### config.mk
export PLATFORM = sky130hd
export DESIGN_NAME = safety_config_three
export DESIGN_NICKNAME = d
export VERILOG_FILES = /design/src/shared/safety_config_three_pkg.sv /design/src/logic/safety_config_three.sv /design/src/logic/fail_route.sv
export VERILOG_INCLUDE_DIRS = /design/src /design/src/shared
export SDC_FILE = /design/constraint.sdc
export NUM_CORES = 1
export LEC_CHECK = 0
export CAP_MARGIN = 20
export CORE_MARGIN = 3
export CORE_UTILIZATION = 65
export DETAILED_ROUTE_END_ITERATION = 6
export DONT_BUFFER_PORTS = 1
export HOLD_SLACK_MARGIN = 0.02
export PLACE_DENSITY = 0.8
export SETUP_SLACK_MARGIN = 0.3
export SLEW_MARGIN = 5
export SYNTH_ARGS = -nofsm -noshare
export SYNTH_HDL_FRONTEND = slang
export SYNTH_SLANG_ARGS = --single-unit
### constraint.sdc
create_clock -name ref_clk -period 2.7 [get_ports ref_clk]
set_input_delay 0.27 -clock ref_clk [delete_from_list [all_inputs] [get_ports ref_clk]]
set_output_delay 0.27 -clock ref_clk [all_outputs]
set_load 0.05 [all_outputs]
### src/shared/safety_config_three_map.svh
// safety_config_three_map.svh: bit positions, reset values and masks of the
// eight-bit safety configuration register three.
// assumes: included by bare name from modules that decode the register.
`ifndef SAFETY_CONFIG_THREE_MAP_SVH
`define SAFETY_CONFIG_THREE_MAP_SVH

// -------------------------------------------------------------------
// field positions
// -------------------------------------------------------------------
`define CFG3_BIT_RSVD7 7
`define CFG3_BIT_SPREAD 6
`define CFG3_BIT_RSVD5 5
`define CFG3_BIT_SPI_CRC 4
`define CFG3_BIT_WD_VARIANT 3
`define CFG3_BIT_ESM_MODE 2
`define CFG3_BIT_WD_ROUTE 1
`define CFG3_BIT_ESM_ROUTE 0

// -------------------------------------------------------------------
// reset values and masks
// -------------------------------------------------------------------
`define CFG3_POR_VALUE 8'h02
`define CFG3_WRITE_MASK 8'h5f
`define CFG3_RESET_INIT_MASK 8'h0f
`define CFG3_ZERO 8'h00
`define FAIL_TH_DEFAULT 4'hf

`endif

### src/shared/safety_config_three_pkg.sv
// safety_config_three_pkg.sv: types shared by the safety configuration block.
// assumes: the device state machine encodes its states as dev_state_e.
package safety_config_three_pkg;

  // -----------------------------------------------------------------
  // device operating states, driven by the outside state machine
  // -----------------------------------------------------------------
  typedef enum logic [2:0] {
    ST_OFF = 3'b000,
    ST_RESET = 3'b001,
    ST_DIAG = 3'b010,
    ST_ACTIVE = 3'b011,
    ST_SAFE = 3'b100
  } dev_state_e;

  // -----------------------------------------------------------------
  // one decoded spi command aimed at this register
  // -----------------------------------------------------------------
  typedef struct packed {
    logic read_config_three_command;
    logic write_config_three_command;
    logic [7:0] data;
  } spi_cmd_s;

  // -----------------------------------------------------------------
  // live fields that steer the rest of the device
  // -----------------------------------------------------------------
  typedef struct packed {
    logic spread_modulation_enable;
    logic spi_crc_enable;
    logic watchdog_answer_variant;
    logic error_monitor_mode_select;
    logic watchdog_reset_routing;
    logic error_monitor_reset_routing;
  } cfg3_fields_s;

endpackage

### src/logic/safety_config_three.sv
// safety_config_three.sv: safety configuration register three with its
// write gating, reset-state re-initialisation and fail-count routing.
// assumes: spi framing, crc checking, the fail counters, the threshold
// registers and the device state machine all live outside on ref_clk.
`timescale 1ns/1ps
`include "safety_config_three_map.svh"

module safety_config_three
  import safety_config_three_pkg::*;
#(
  parameter int CNT_W = 4
) (
  // clock and reset
  input wire logic ref_clk,
  input wire logic rst_n,
  // spi command port
  input wire spi_cmd_s spi_cmd,
  output logic [7:0] read_data,
  output logic read_valid,
  output logic write_done,
  output logic write_refused,
  // device state
  input wire dev_state_e dev_state,
  input wire logic config_lock,
  // fail counters and their reset thresholds
  input wire logic [CNT_W-1:0] watchdog_fail_counter,
  input wire logic [CNT_W-1:0] watchdog_fail_reset_threshold,
  input wire logic [CNT_W-1:0] error_monitor_fail_counter,
  input wire logic [CNT_W-1:0] error_monitor_reset_threshold,
  // configuration outputs
  output cfg3_fields_s fields,
  output logic [7:0] configuration_checksum_byte,
  // state transition requests
  output logic go_reset_state,
  output logic go_safe_state,
  output logic watchdog_reset_failure_flag
);

  // -----------------------------------------------------------------
  // declarations
  // -----------------------------------------------------------------
  localparam int NCH = 2;
  localparam int CH_WD = 0;
  localparam int CH_ESM = 1;

  logic [7:0] cfg_reg;
  logic [7:0] cfg_next;
  dev_state_e state_prev_reg;
  logic [7:0] read_data_reg;
  logic read_valid_reg;
  logic write_done_reg;
  logic write_refused_reg;

  logic write_open;
  logic write_take;
  logic write_drop;
  logic reset_entry;
  logic in_safe;
  logic wd_route_eff;
  logic [7:0] write_merge;
  logic [7:0] reset_merge;
  logic [7:0] cfg_visible;

  logic [CNT_W-1:0] ch_count [NCH];
  logic [CNT_W-1:0] ch_threshold [NCH];
  logic ch_armed [NCH];
  logic ch_route [NCH];
  logic [NCH-1:0] ch_go_reset;
  logic [NCH-1:0] ch_go_safe;

  // -----------------------------------------------------------------
  // write gating and state entry detection
  // -----------------------------------------------------------------
  // a write outside diagnostic state, or with the lock set, is dropped
  // but still answered so the host can see that it did not land
  assign write_open = (dev_state == ST_DIAG) && !config_lock;
  assign write_take = spi_cmd.write_config_three_command && write_open;
  assign write_drop = spi_cmd.write_config_three_command && !write_open;
  assign reset_entry = (dev_state == ST_RESET) &&
                       (state_prev_reg != ST_RESET);
  assign in_safe = (dev_state == ST_SAFE);

  // -----------------------------------------------------------------
  // next value of the register
  // -----------------------------------------------------------------
  // reserved bits are left out of the write mask and keep their stored value, zero from power-on
  assign write_merge = (cfg_reg & ~`CFG3_WRITE_MASK) |
                       (spi_cmd.data & `CFG3_WRITE_MASK);
  // the low four bits return to defaults; bits 6 and 4 keep their value
  assign reset_merge = (cfg_reg & ~`CFG3_RESET_INIT_MASK) |
                       (`CFG3_POR_VALUE & `CFG3_RESET_INIT_MASK);

  // writes cannot land in reset state, so the two sources never meet
  always_comb begin
    cfg_next = cfg_reg;
    if (reset_entry) begin
      cfg_next = reset_merge;
    end else if (write_take) begin
      cfg_next = write_merge;
    end
  end

  // -----------------------------------------------------------------
  // storage
  // -----------------------------------------------------------------
  // power-on reset and taken writes are the only things that clear bits 6 and 4
  always_ff @(posedge ref_clk or negedge rst_n) begin
    if (!rst_n) begin
      cfg_reg <= `CFG3_POR_VALUE;
      state_prev_reg <= ST_OFF;
    end else begin
      cfg_reg <= cfg_next;
      state_prev_reg <= dev_state;
    end
  end

  // -----------------------------------------------------------------
  // spi answers
  // -----------------------------------------------------------------
  // reserved positions always read back zero
  assign cfg_visible = cfg_reg & `CFG3_WRITE_MASK;

  always_ff @(posedge ref_clk or negedge rst_n) begin
    if (!rst_n) begin
      read_data_reg <= `CFG3_ZERO;
      read_valid_reg <= 1'b0;
      write_done_reg <= 1'b0;
      write_refused_reg <= 1'b0;
    end else begin
      read_valid_reg <= spi_cmd.read_config_three_command;
      write_done_reg <= write_take;
      write_refused_reg <= write_drop;
      if (spi_cmd.read_config_three_command) begin
        read_data_reg <= cfg_visible;
      end
    end
  end

  assign read_data = read_data_reg;
  assign read_valid = read_valid_reg;
  assign write_done = write_done_reg;
  assign write_refused = write_refused_reg;

  // -----------------------------------------------------------------
  // configuration fields
  // -----------------------------------------------------------------
  // fields come straight from the register flops
  assign fields.spread_modulation_enable =
    cfg_reg[`CFG3_BIT_SPREAD];
  assign fields.spi_crc_enable = cfg_reg[`CFG3_BIT_SPI_CRC];
  assign fields.watchdog_answer_variant =
    cfg_reg[`CFG3_BIT_WD_VARIANT];
  assign fields.error_monitor_mode_select =
    cfg_reg[`CFG3_BIT_ESM_MODE];
  assign fields.watchdog_reset_routing = cfg_reg[`CFG3_BIT_WD_ROUTE];
  assign fields.error_monitor_reset_routing =
    cfg_reg[`CFG3_BIT_ESM_ROUTE];

  // the checksum engine outside covers the visible byte
  assign configuration_checksum_byte = cfg_visible;

  // -----------------------------------------------------------------
  // fail-count routing
  // -----------------------------------------------------------------
  // the stored routing bit survives the safe state; only its effect is
  // masked there so a later exit still sees the host's choice
  assign wd_route_eff = cfg_reg[`CFG3_BIT_WD_ROUTE] && !in_safe;

  // watchdog acts only in diagnostic or active state
  assign ch_count[CH_WD] = watchdog_fail_counter;
  assign ch_threshold[CH_WD] = watchdog_fail_reset_threshold;
  assign ch_armed[CH_WD] = (dev_state == ST_DIAG) ||
                           (dev_state == ST_ACTIVE);
  assign ch_route[CH_WD] = wd_route_eff;

  // error monitor also acts while already in safe state
  assign ch_count[CH_ESM] = error_monitor_fail_counter;
  assign ch_threshold[CH_ESM] = error_monitor_reset_threshold;
  assign ch_armed[CH_ESM] = (dev_state == ST_DIAG) ||
                            (dev_state == ST_ACTIVE) ||
                            (dev_state == ST_SAFE);
  assign ch_route[CH_ESM] = cfg_reg[`CFG3_BIT_ESM_ROUTE];

  // one watcher per fail counter
  generate
    for (genvar i = 0; i < NCH; i++) begin : g_route
      fail_route #(
        .CNT_W(CNT_W)
      ) u_route (
        .ref_clk(ref_clk),
        .rst_n(rst_n),
        .fail_count(ch_count[i]),
        .threshold(ch_threshold[i]),
        .armed(ch_armed[i]),
        .route_to_reset(ch_route[i]),
        .go_reset(ch_go_reset[i]),
        .go_safe(ch_go_safe[i])
      );
    end
  endgenerate

  // a reset request from either source outranks a safe request
  assign go_reset_state = |ch_go_reset;
  assign go_safe_state = (|ch_go_safe) && !(|ch_go_reset);

  // -----------------------------------------------------------------
  // watchdog reset-failure flag
  // -----------------------------------------------------------------
  // pulses with the routed transition; the sticky status lives outside
  assign watchdog_reset_failure_flag =
    ch_go_reset[CH_WD] || ch_go_safe[CH_WD];

endmodule

### src/logic/fail_route.sv
// fail_route.sv: one fail-counter threshold watcher that turns a hit
// into a one-cycle request for the reset or the safe state.
// assumes: counter and threshold come from logic on ref_clk.
`timescale 1ns/1ps

module fail_route #(
  parameter int CNT_W = 4
) (
  // clock and reset
  input wire logic ref_clk,
  input wire logic rst_n,
  // counter side
  input wire logic [CNT_W-1:0] fail_count,
  input wire logic [CNT_W-1:0] threshold,
  input wire logic armed,
  input wire logic route_to_reset,
  // requests
  output logic go_reset,
  output logic go_safe
);

  logic hit;
  logic hit_reg;
  logic go_reset_reg;
  logic go_safe_reg;
  logic first_hit;

  // a counter that saturates at its threshold must fire only once
  assign hit = armed && (fail_count >= threshold);
  assign first_hit = hit && !hit_reg;

  // requests are registered so the state machine sees clean pulses
  always_ff @(posedge ref_clk or negedge rst_n) begin
    if (!rst_n) begin
      hit_reg <= 1'b0;
      go_reset_reg <= 1'b0;
      go_safe_reg <= 1'b0;
    end else begin
      hit_reg <= hit;
      go_reset_reg <= first_hit && route_to_reset;
      go_safe_reg <= first_hit && !route_to_reset;
    end
  end

  assign go_reset = go_reset_reg;
  assign go_safe = go_safe_reg;

endmodule

==> results of run 1 <==
-- placed cells by master (no fill, tap or decap), drive strengths merged --
cell type and instances:
a21oi 5, a31oi 1, buf 3, inv 9
nand2 3, nor2 7, ha 8, or2 2
a21boi 1, nor2b 1, clkbuf 4, o31a 1
conb 4, a22o 3, nor4b 2, dfrtp 23
dlygate4sd3 5, mux2 8, dfstp 1, nor4 3
nand2b 3, o21a 2
-- what timing repair did --
| action | CTS | global route |
|---|---|---|
| hold endpoints to repair | 28 | 0 |
| buffers inserted | 0 | 0 |
| hold buffers | 5 | 0 |
-- worst reg2reg max path, delay by kind of cell, from the launching register on --
| family | cells | cell delay, ns |
|---|---|---|
| buffers and inverters | 1 | 0.12 |
| DFF | 1 | 0.90 |
| and+or+nand+nor | 1 | 0.30 |
-- metal layers --
layer  vias up  part of all wire [%]  GRT usage (%)
met5         -                     0              0
met4         0                  0.95           4.84
met3         4                    11           8.65
met2        37                    49           26.6
met1       310                    39           18.0
li1        315                     -              -
-- power by group --
part	internal, uW	switching [uW]	total, uW
combinational	50.4	68.7	119
sequential	393	164	557
clock	82.4	97.3	180
total	526	330	856
-- kinds of logic (layout without fill, tap and decap cells) --
| logic type | count (synthesis) | after routing | share of synthesized area, % |
|---|---|---|---|
| and+or+nand+nor | 21 | 21 | 11.8 |
| DFF | 24 | 24 | 52.9 |
| AOI/OAI and AO/OA | 13 | 13 | 7.80 |
| muxes | 8 | 8 | 7.91 |
| other | 1 | 4 | 0.329 |
| adders and majority gates | 8 | 8 | 8.79 |
| buffers and inverters | 21 | 21 | 10.5 |
-- layout make-up --
cell class              count  area [sq um]
well taps                  16          20.0
flip-flops and latches     24           602
inverters                   9          33.8
multi-input cells          54           428
repair buffers              8          80.1
clock buffers               4          36.3
fillers                   116           377
-- metrics by stage --
stage | utilization [%] | instances | area [sq um] | hold slack, ns | power (uW)
detailed placement | 69.7 | 105 | 1100 | -0.0250 | 672
floorplan | - | 99 | 1150 | -0.0256 | 678
global placement | 69.7 | 105 | 1100 | -0.0249 | 667
finish | 76.1 | 115 | 1200 | 0.0511 | 856
global route | 76.1 | 115 | 1200 | 0.0227 | 902
CTS | 75.2 | 114 | 1180 | 0.0402 | 862
-- worst min path at each step --
stage / startpoint / end / slack (ns) / depth (start not counted)
4_1_cts: dev_state[0] / write_done$_DFF_PN0_ / 0.04 / 1
5_1_grt: dev_state[0] / write_done$_DFF_PN0_ / 0.02 / 1
3_5_place_dp: rst_n / g_route[1].u_route.go_reset$_DFF_PN0_ / -0.03 / 0
2_1_floorplan: rst_n / cfg_reg[0]$_DFFE_PN0P_ / -0.03 / 0
6_report: dev_state[0] / write_done$_DFF_PN0_ / 0.05 / 1
3_3_place_gp: rst_n / g_route[1].u_route.go_safe$_DFF_PN0_ / -0.02 / 0
==> summary.txt, run 1 <==
measured slew at the worst slew-check pin: 0.929 ns
Setup Skew: 0.0115 ns
num rows: 14
peak supply drop: 579 uV
flops & latches, synth: 24
Commonest cells post-synth: dfrtp_1 (23), buf_4 (11), inv_1 (9)
All-Layer GR Usage: 16.2%
endpoint type of the worst setup path: primary output
Fmax: 584 MHz
ant diodes: 0
Worst R2R Setup Slack: 1.26 ns
post-route DRC violation count: 0
Final Hold Fails: 0
die width: 47.9 um
Final WS setup: 0.987 ns
IO Port Bufs: 0
Tcrit/Tclk final: 63.4%
Die Ht: 47.9 um
worst r2r src: cfg_reg[1]$_DFFE_PN1P_
Ys Warns: 0
DP Wirelength: 1280 um
critical path launch point: g_route[0].u_route.go_reset$_DFF_PN0_
Total Die Area: 0.00229 sq mm
initial core utilization: 72.2%
Power per Cell Area: 713 mW/mm^2
min Tclk post-route: 1.71 ns
worst path required time: 2.43 ns
share of layout cells above drive strength 1: 20.2%
CP arrival: 1.44 ns
Synth Flop Type: dfrtp_1
outcome: complete, no violations
synthesized cell area: 0.00114 sq mm
crit-path cells: or2_2 -> nor2_1 -> buf_4
Synth top area share: 50.5%
sequential area share after synthesis: 52.9%
root buf cell: clkbuf_4
Mapped Avg Cell Area: 11.9 sq um
critical-path maximum fanout: 2
crit path to: go_safe_state
max-slew violations: 0
kind of critical path: reg -> out
Tightest Hold Check Type: in -> reg
core footprint: 0.00158 sq mm
Worst-path clk slew: 0.11 ns
Worst slew margin: 38.1%
DR vias/cell: 5.79
global route overflow: 0
Num CTS Buffers: 3
Iteration-0 DRC Markers: 9
nets: 140
unrepaired setup endpoints after global routing: false
post-place setup slack: 1.25 ns
# H-tree levels: 1
Area contributors post-synth: dfrtp_1 (51%), ha_1 (8.8%), mux2_2 (7.9%)
Synth cell types: 23
CTS tree: built
Worst setup SP type: register
asr flop ratio synth: 100%
max incr delay on CP: 0.41 ns
vias in the first global route: 642
Final setup viols: 0
P&R area growth vs syn: 5.38%
initial antenna violation count: 0
clock buffer depth: 2
drt wl/cell: 14.7 um
Synth area leader: dfrtp_1
gpl congestion: 0.663
Clock Latency Late Sink: 0.31 ns
setup_tns: 0 ns
Leak Pwr: 0.000609 uW
most common cell in the netlist: dfrtp_1
first-pass GRT wire length: 2510 um
DRT Pass-1 Iters: 2
crit-path leading delay family: simple AND/OR/NAND/NOR gates
PostCTS Resize Cnt: 0
largest net degree at the start of global routing: 25
Clock Sink Count: 24
routed wire length: 1690 um
Buf/Inv on CP: 1
Max-cap violations: 0
gate count of the mapped netlist: 96
vias after detailed routing: 666
EDFF count, synth: 0
IO Pins: 60
FF-to-FF End: g_route[0].u_route.go_reset$_DFF_PN0_
WP depth: 3
antenna viol nets, final: 0
R2R depth: 2
crit path max-delay cell type: or2_2
No activity file was read; power rests on OpenSTA's default activity.
==> run 2, diff against run 1 <==
Settings changed: CORE_UTILIZATION 65 to 60, PLACE_DENSITY 0.8 to 0.75.
Clock period 2.7 ns to 1.66 ns, I/O delays scaled along.
==> summary.txt, run 2 (synthesis results as in run 1) <==
commonest non-fill, non-tap cell in the layout: dfrtp_1
die width: 49.6 um (+3.6%)
num rows: 15 (+1)
vias after detailed routing: 730 (+9.6%)
final std cells w/o fill: 141 (+23%)
Max-cap violations: 0 (unchanged)
Power per Cell Area: 1060 mW/mm^2 (+49%)
Flop pwr share: 53.0% (-12 points)
Tcrit/Tclk final: 90.2%
DP Wirelength: 1380 um (+8.0%)
DRT Pass-1 Iters: 2 (unchanged)
core footprint: 0.00176 sq mm (+12%)
Final Hold Fails: 0 (unchanged)
worst path required time: 1.49 ns (-0.94 ns)
Total Die Area: 0.00246 sq mm (+7.3%)
DR vias/cell: 5.18 (-11%)
IO Pins: 60 (unchanged)
P&R area growth vs syn: 21.3%
Pint: 897 uW (+71%)
nets: 157 (+12%)
Setup Skew: 0.00387 ns (-0.00764 ns)
crit-path cells: or2_4 -> nor2_4
gpl congestion: 0.663 (about the same)
Inst Count DP: 119 (+13%)
critical-path maximum fanout: 2 (unchanged)
crit path max-delay cell type: dfrtp_1
Num CTS Buffers: 3 (unchanged)
Final setup viols: 0 (unchanged)
ant diodes: 0 (unchanged)
peak supply drop: 949 uV (+64%)
Die Ht: 49.6 um (+3.6%)
P_sw: 574 uW (+74%)
CTS tree: built
placed cell area: 0.00115 sq mm (+5.1%)
root buf cell: clkbuf_4
antenna viol nets, final: 0 (unchanged)
initial antenna violation count: 0 (unchanged)
Final WS setup: 0.163 ns (-0.824 ns)
global route overflow: 0 (unchanged)
post-route DRC violation count: 0 (unchanged)
post-place setup slack: 0.349 ns (-0.901 ns)
All-Layer GR Usage: 18.3% (+2.1 points)
Leak Pwr: 0.000698 uW (+15%)
Clock Latency Late Sink: 0.32 ns (about the same)
initial core utilization: 64.5% (-7.7 points)
Fmax: 668 MHz
Total Power: 1470 uW (+72%)
Tightest Hold Check Type: in -> reg
drt wl/cell: 15.2 um (+3.2%)
kind of critical path: reg -> out
max incr delay on CP: 0.40 ns (about the same)
endpoint type of the worst setup path: primary output
most frequent cells in the layout: dfrtp_1 (23), dlygate4sd3_1 (12), buf_4 (10)
min Tclk post-route: 1.50 ns
largest net degree at the start of global routing: 25 (unchanged)
outcome: complete, no violations
routed wire length: 2140 um (+27%)
Clock Sink Count: 24 (unchanged)
max-slew violations: 0 (unchanged)
first-pass GRT wire length: 3350 um (+34%)
Worst setup SP type: register
share of layout cells above drive strength 1: 26.7% (+6.5 points)
setup_tns: 0 ns (unchanged)
IO Port Bufs: 0 (unchanged)
vias in the first global route: 735 (+14%)
sw frac: 39.0% (+0.42 points)
Post-Layout Inst Area: 0.00138 sq mm (+15%)
Iteration-0 DRC Markers: 4 (-5)
Worst-path clk slew: 0.12 ns (about the same)
clock buffer depth: 2 (unchanged)
CP arrival: 1.33 ns (-0.11 ns)
# H-tree levels: 1 (unchanged)
unrepaired setup endpoints after global routing: true
combinational share of power: 26.4% (+13 points)
Clock Power Share: 20.6% (-0.4 points)
==> run 2: repair_timing <==
item,CTS,global route
hold buffers,13,0
pin swaps,1,1
resized for setup,1,3
setup endpoints to repair,1,9
buffers inserted,0,4
hold endpoints to repair,44,0
==> run 2: power groups by stage <==
| stage | registers (uW) | clock network [uW] | logic, uW |
|---|---|---|---|
| after floorplan | 845 | 0 | 261 |
| after global placement | 785 | 0 | 330 |
| after detailed placement | 789 | 0 | 337 |
| after CTS | 778 | 307 | 378 |
| after global routing | 787 | 330 | 415 |
| final | 779 | 302 | 389 |
==> run 2: layout make-up <==
class	count	area, sq um
inverter	9	33.8
clock buffer	4	36.3
multi-input combinational	54	444
sequential	24	602
timing repair buffer	25	234
tap	25	31.3
fill	128	383
==> run 2: metal layers <==
layer	part of all wire (%)	track usage (%)	vias up
met4	1.2	5.07	0
li1	-	-	350
met5	0	0	-
met2	54	29.5	35
met1	37	22.7	339
met3	8.0	7.25	6
==> run 2: final timing paths <==
kind                       cells past startpoint                             startpoint  slack, ns                                    end
max in group asynchronous                      2                                  rst_n       0.92                 cfg_reg[1]$_DFFE_PN1P_
min reg2reg                                    1   g_route[1].u_route.hit_reg$_DFF_PN0_       0.44  g_route[1].u_route.go_reset$_DFF_PN0_
max reg2reg                                    4            state_prev_reg[1]$_DFF_PN0_       0.58                 cfg_reg[2]$_DFFE_PN0P_
min                                            2                           dev_state[2]       0.07   g_route[0].u_route.hit_reg$_DFF_PN0_
max                                            2  g_route[0].u_route.go_reset$_DFF_PN0_       0.16                          go_safe_state
min in group asynchronous                      1                                  rst_n       0.21                 cfg_reg[3]$_DFFE_PN0P_
==> run 2: per-stage QoR <==
stage | util [%] | hold slack [ns]
after global routing | 78.3 | 0.0664
final | 78.3 | 0.0721
after floorplan | - | -0.130
after global placement | 65.5 | -0.129
after detailed placement | 65.5 | -0.129
after CTS | 75.0 | 0.0491
==> run 2: worst max-delay path: cells and delay by family (launching register included) <==
| kind | cells | cell delay [ns] |
|---|---|---|
| simple gates | 2 | 0.61 |
| flops | 1 | 0.40 |
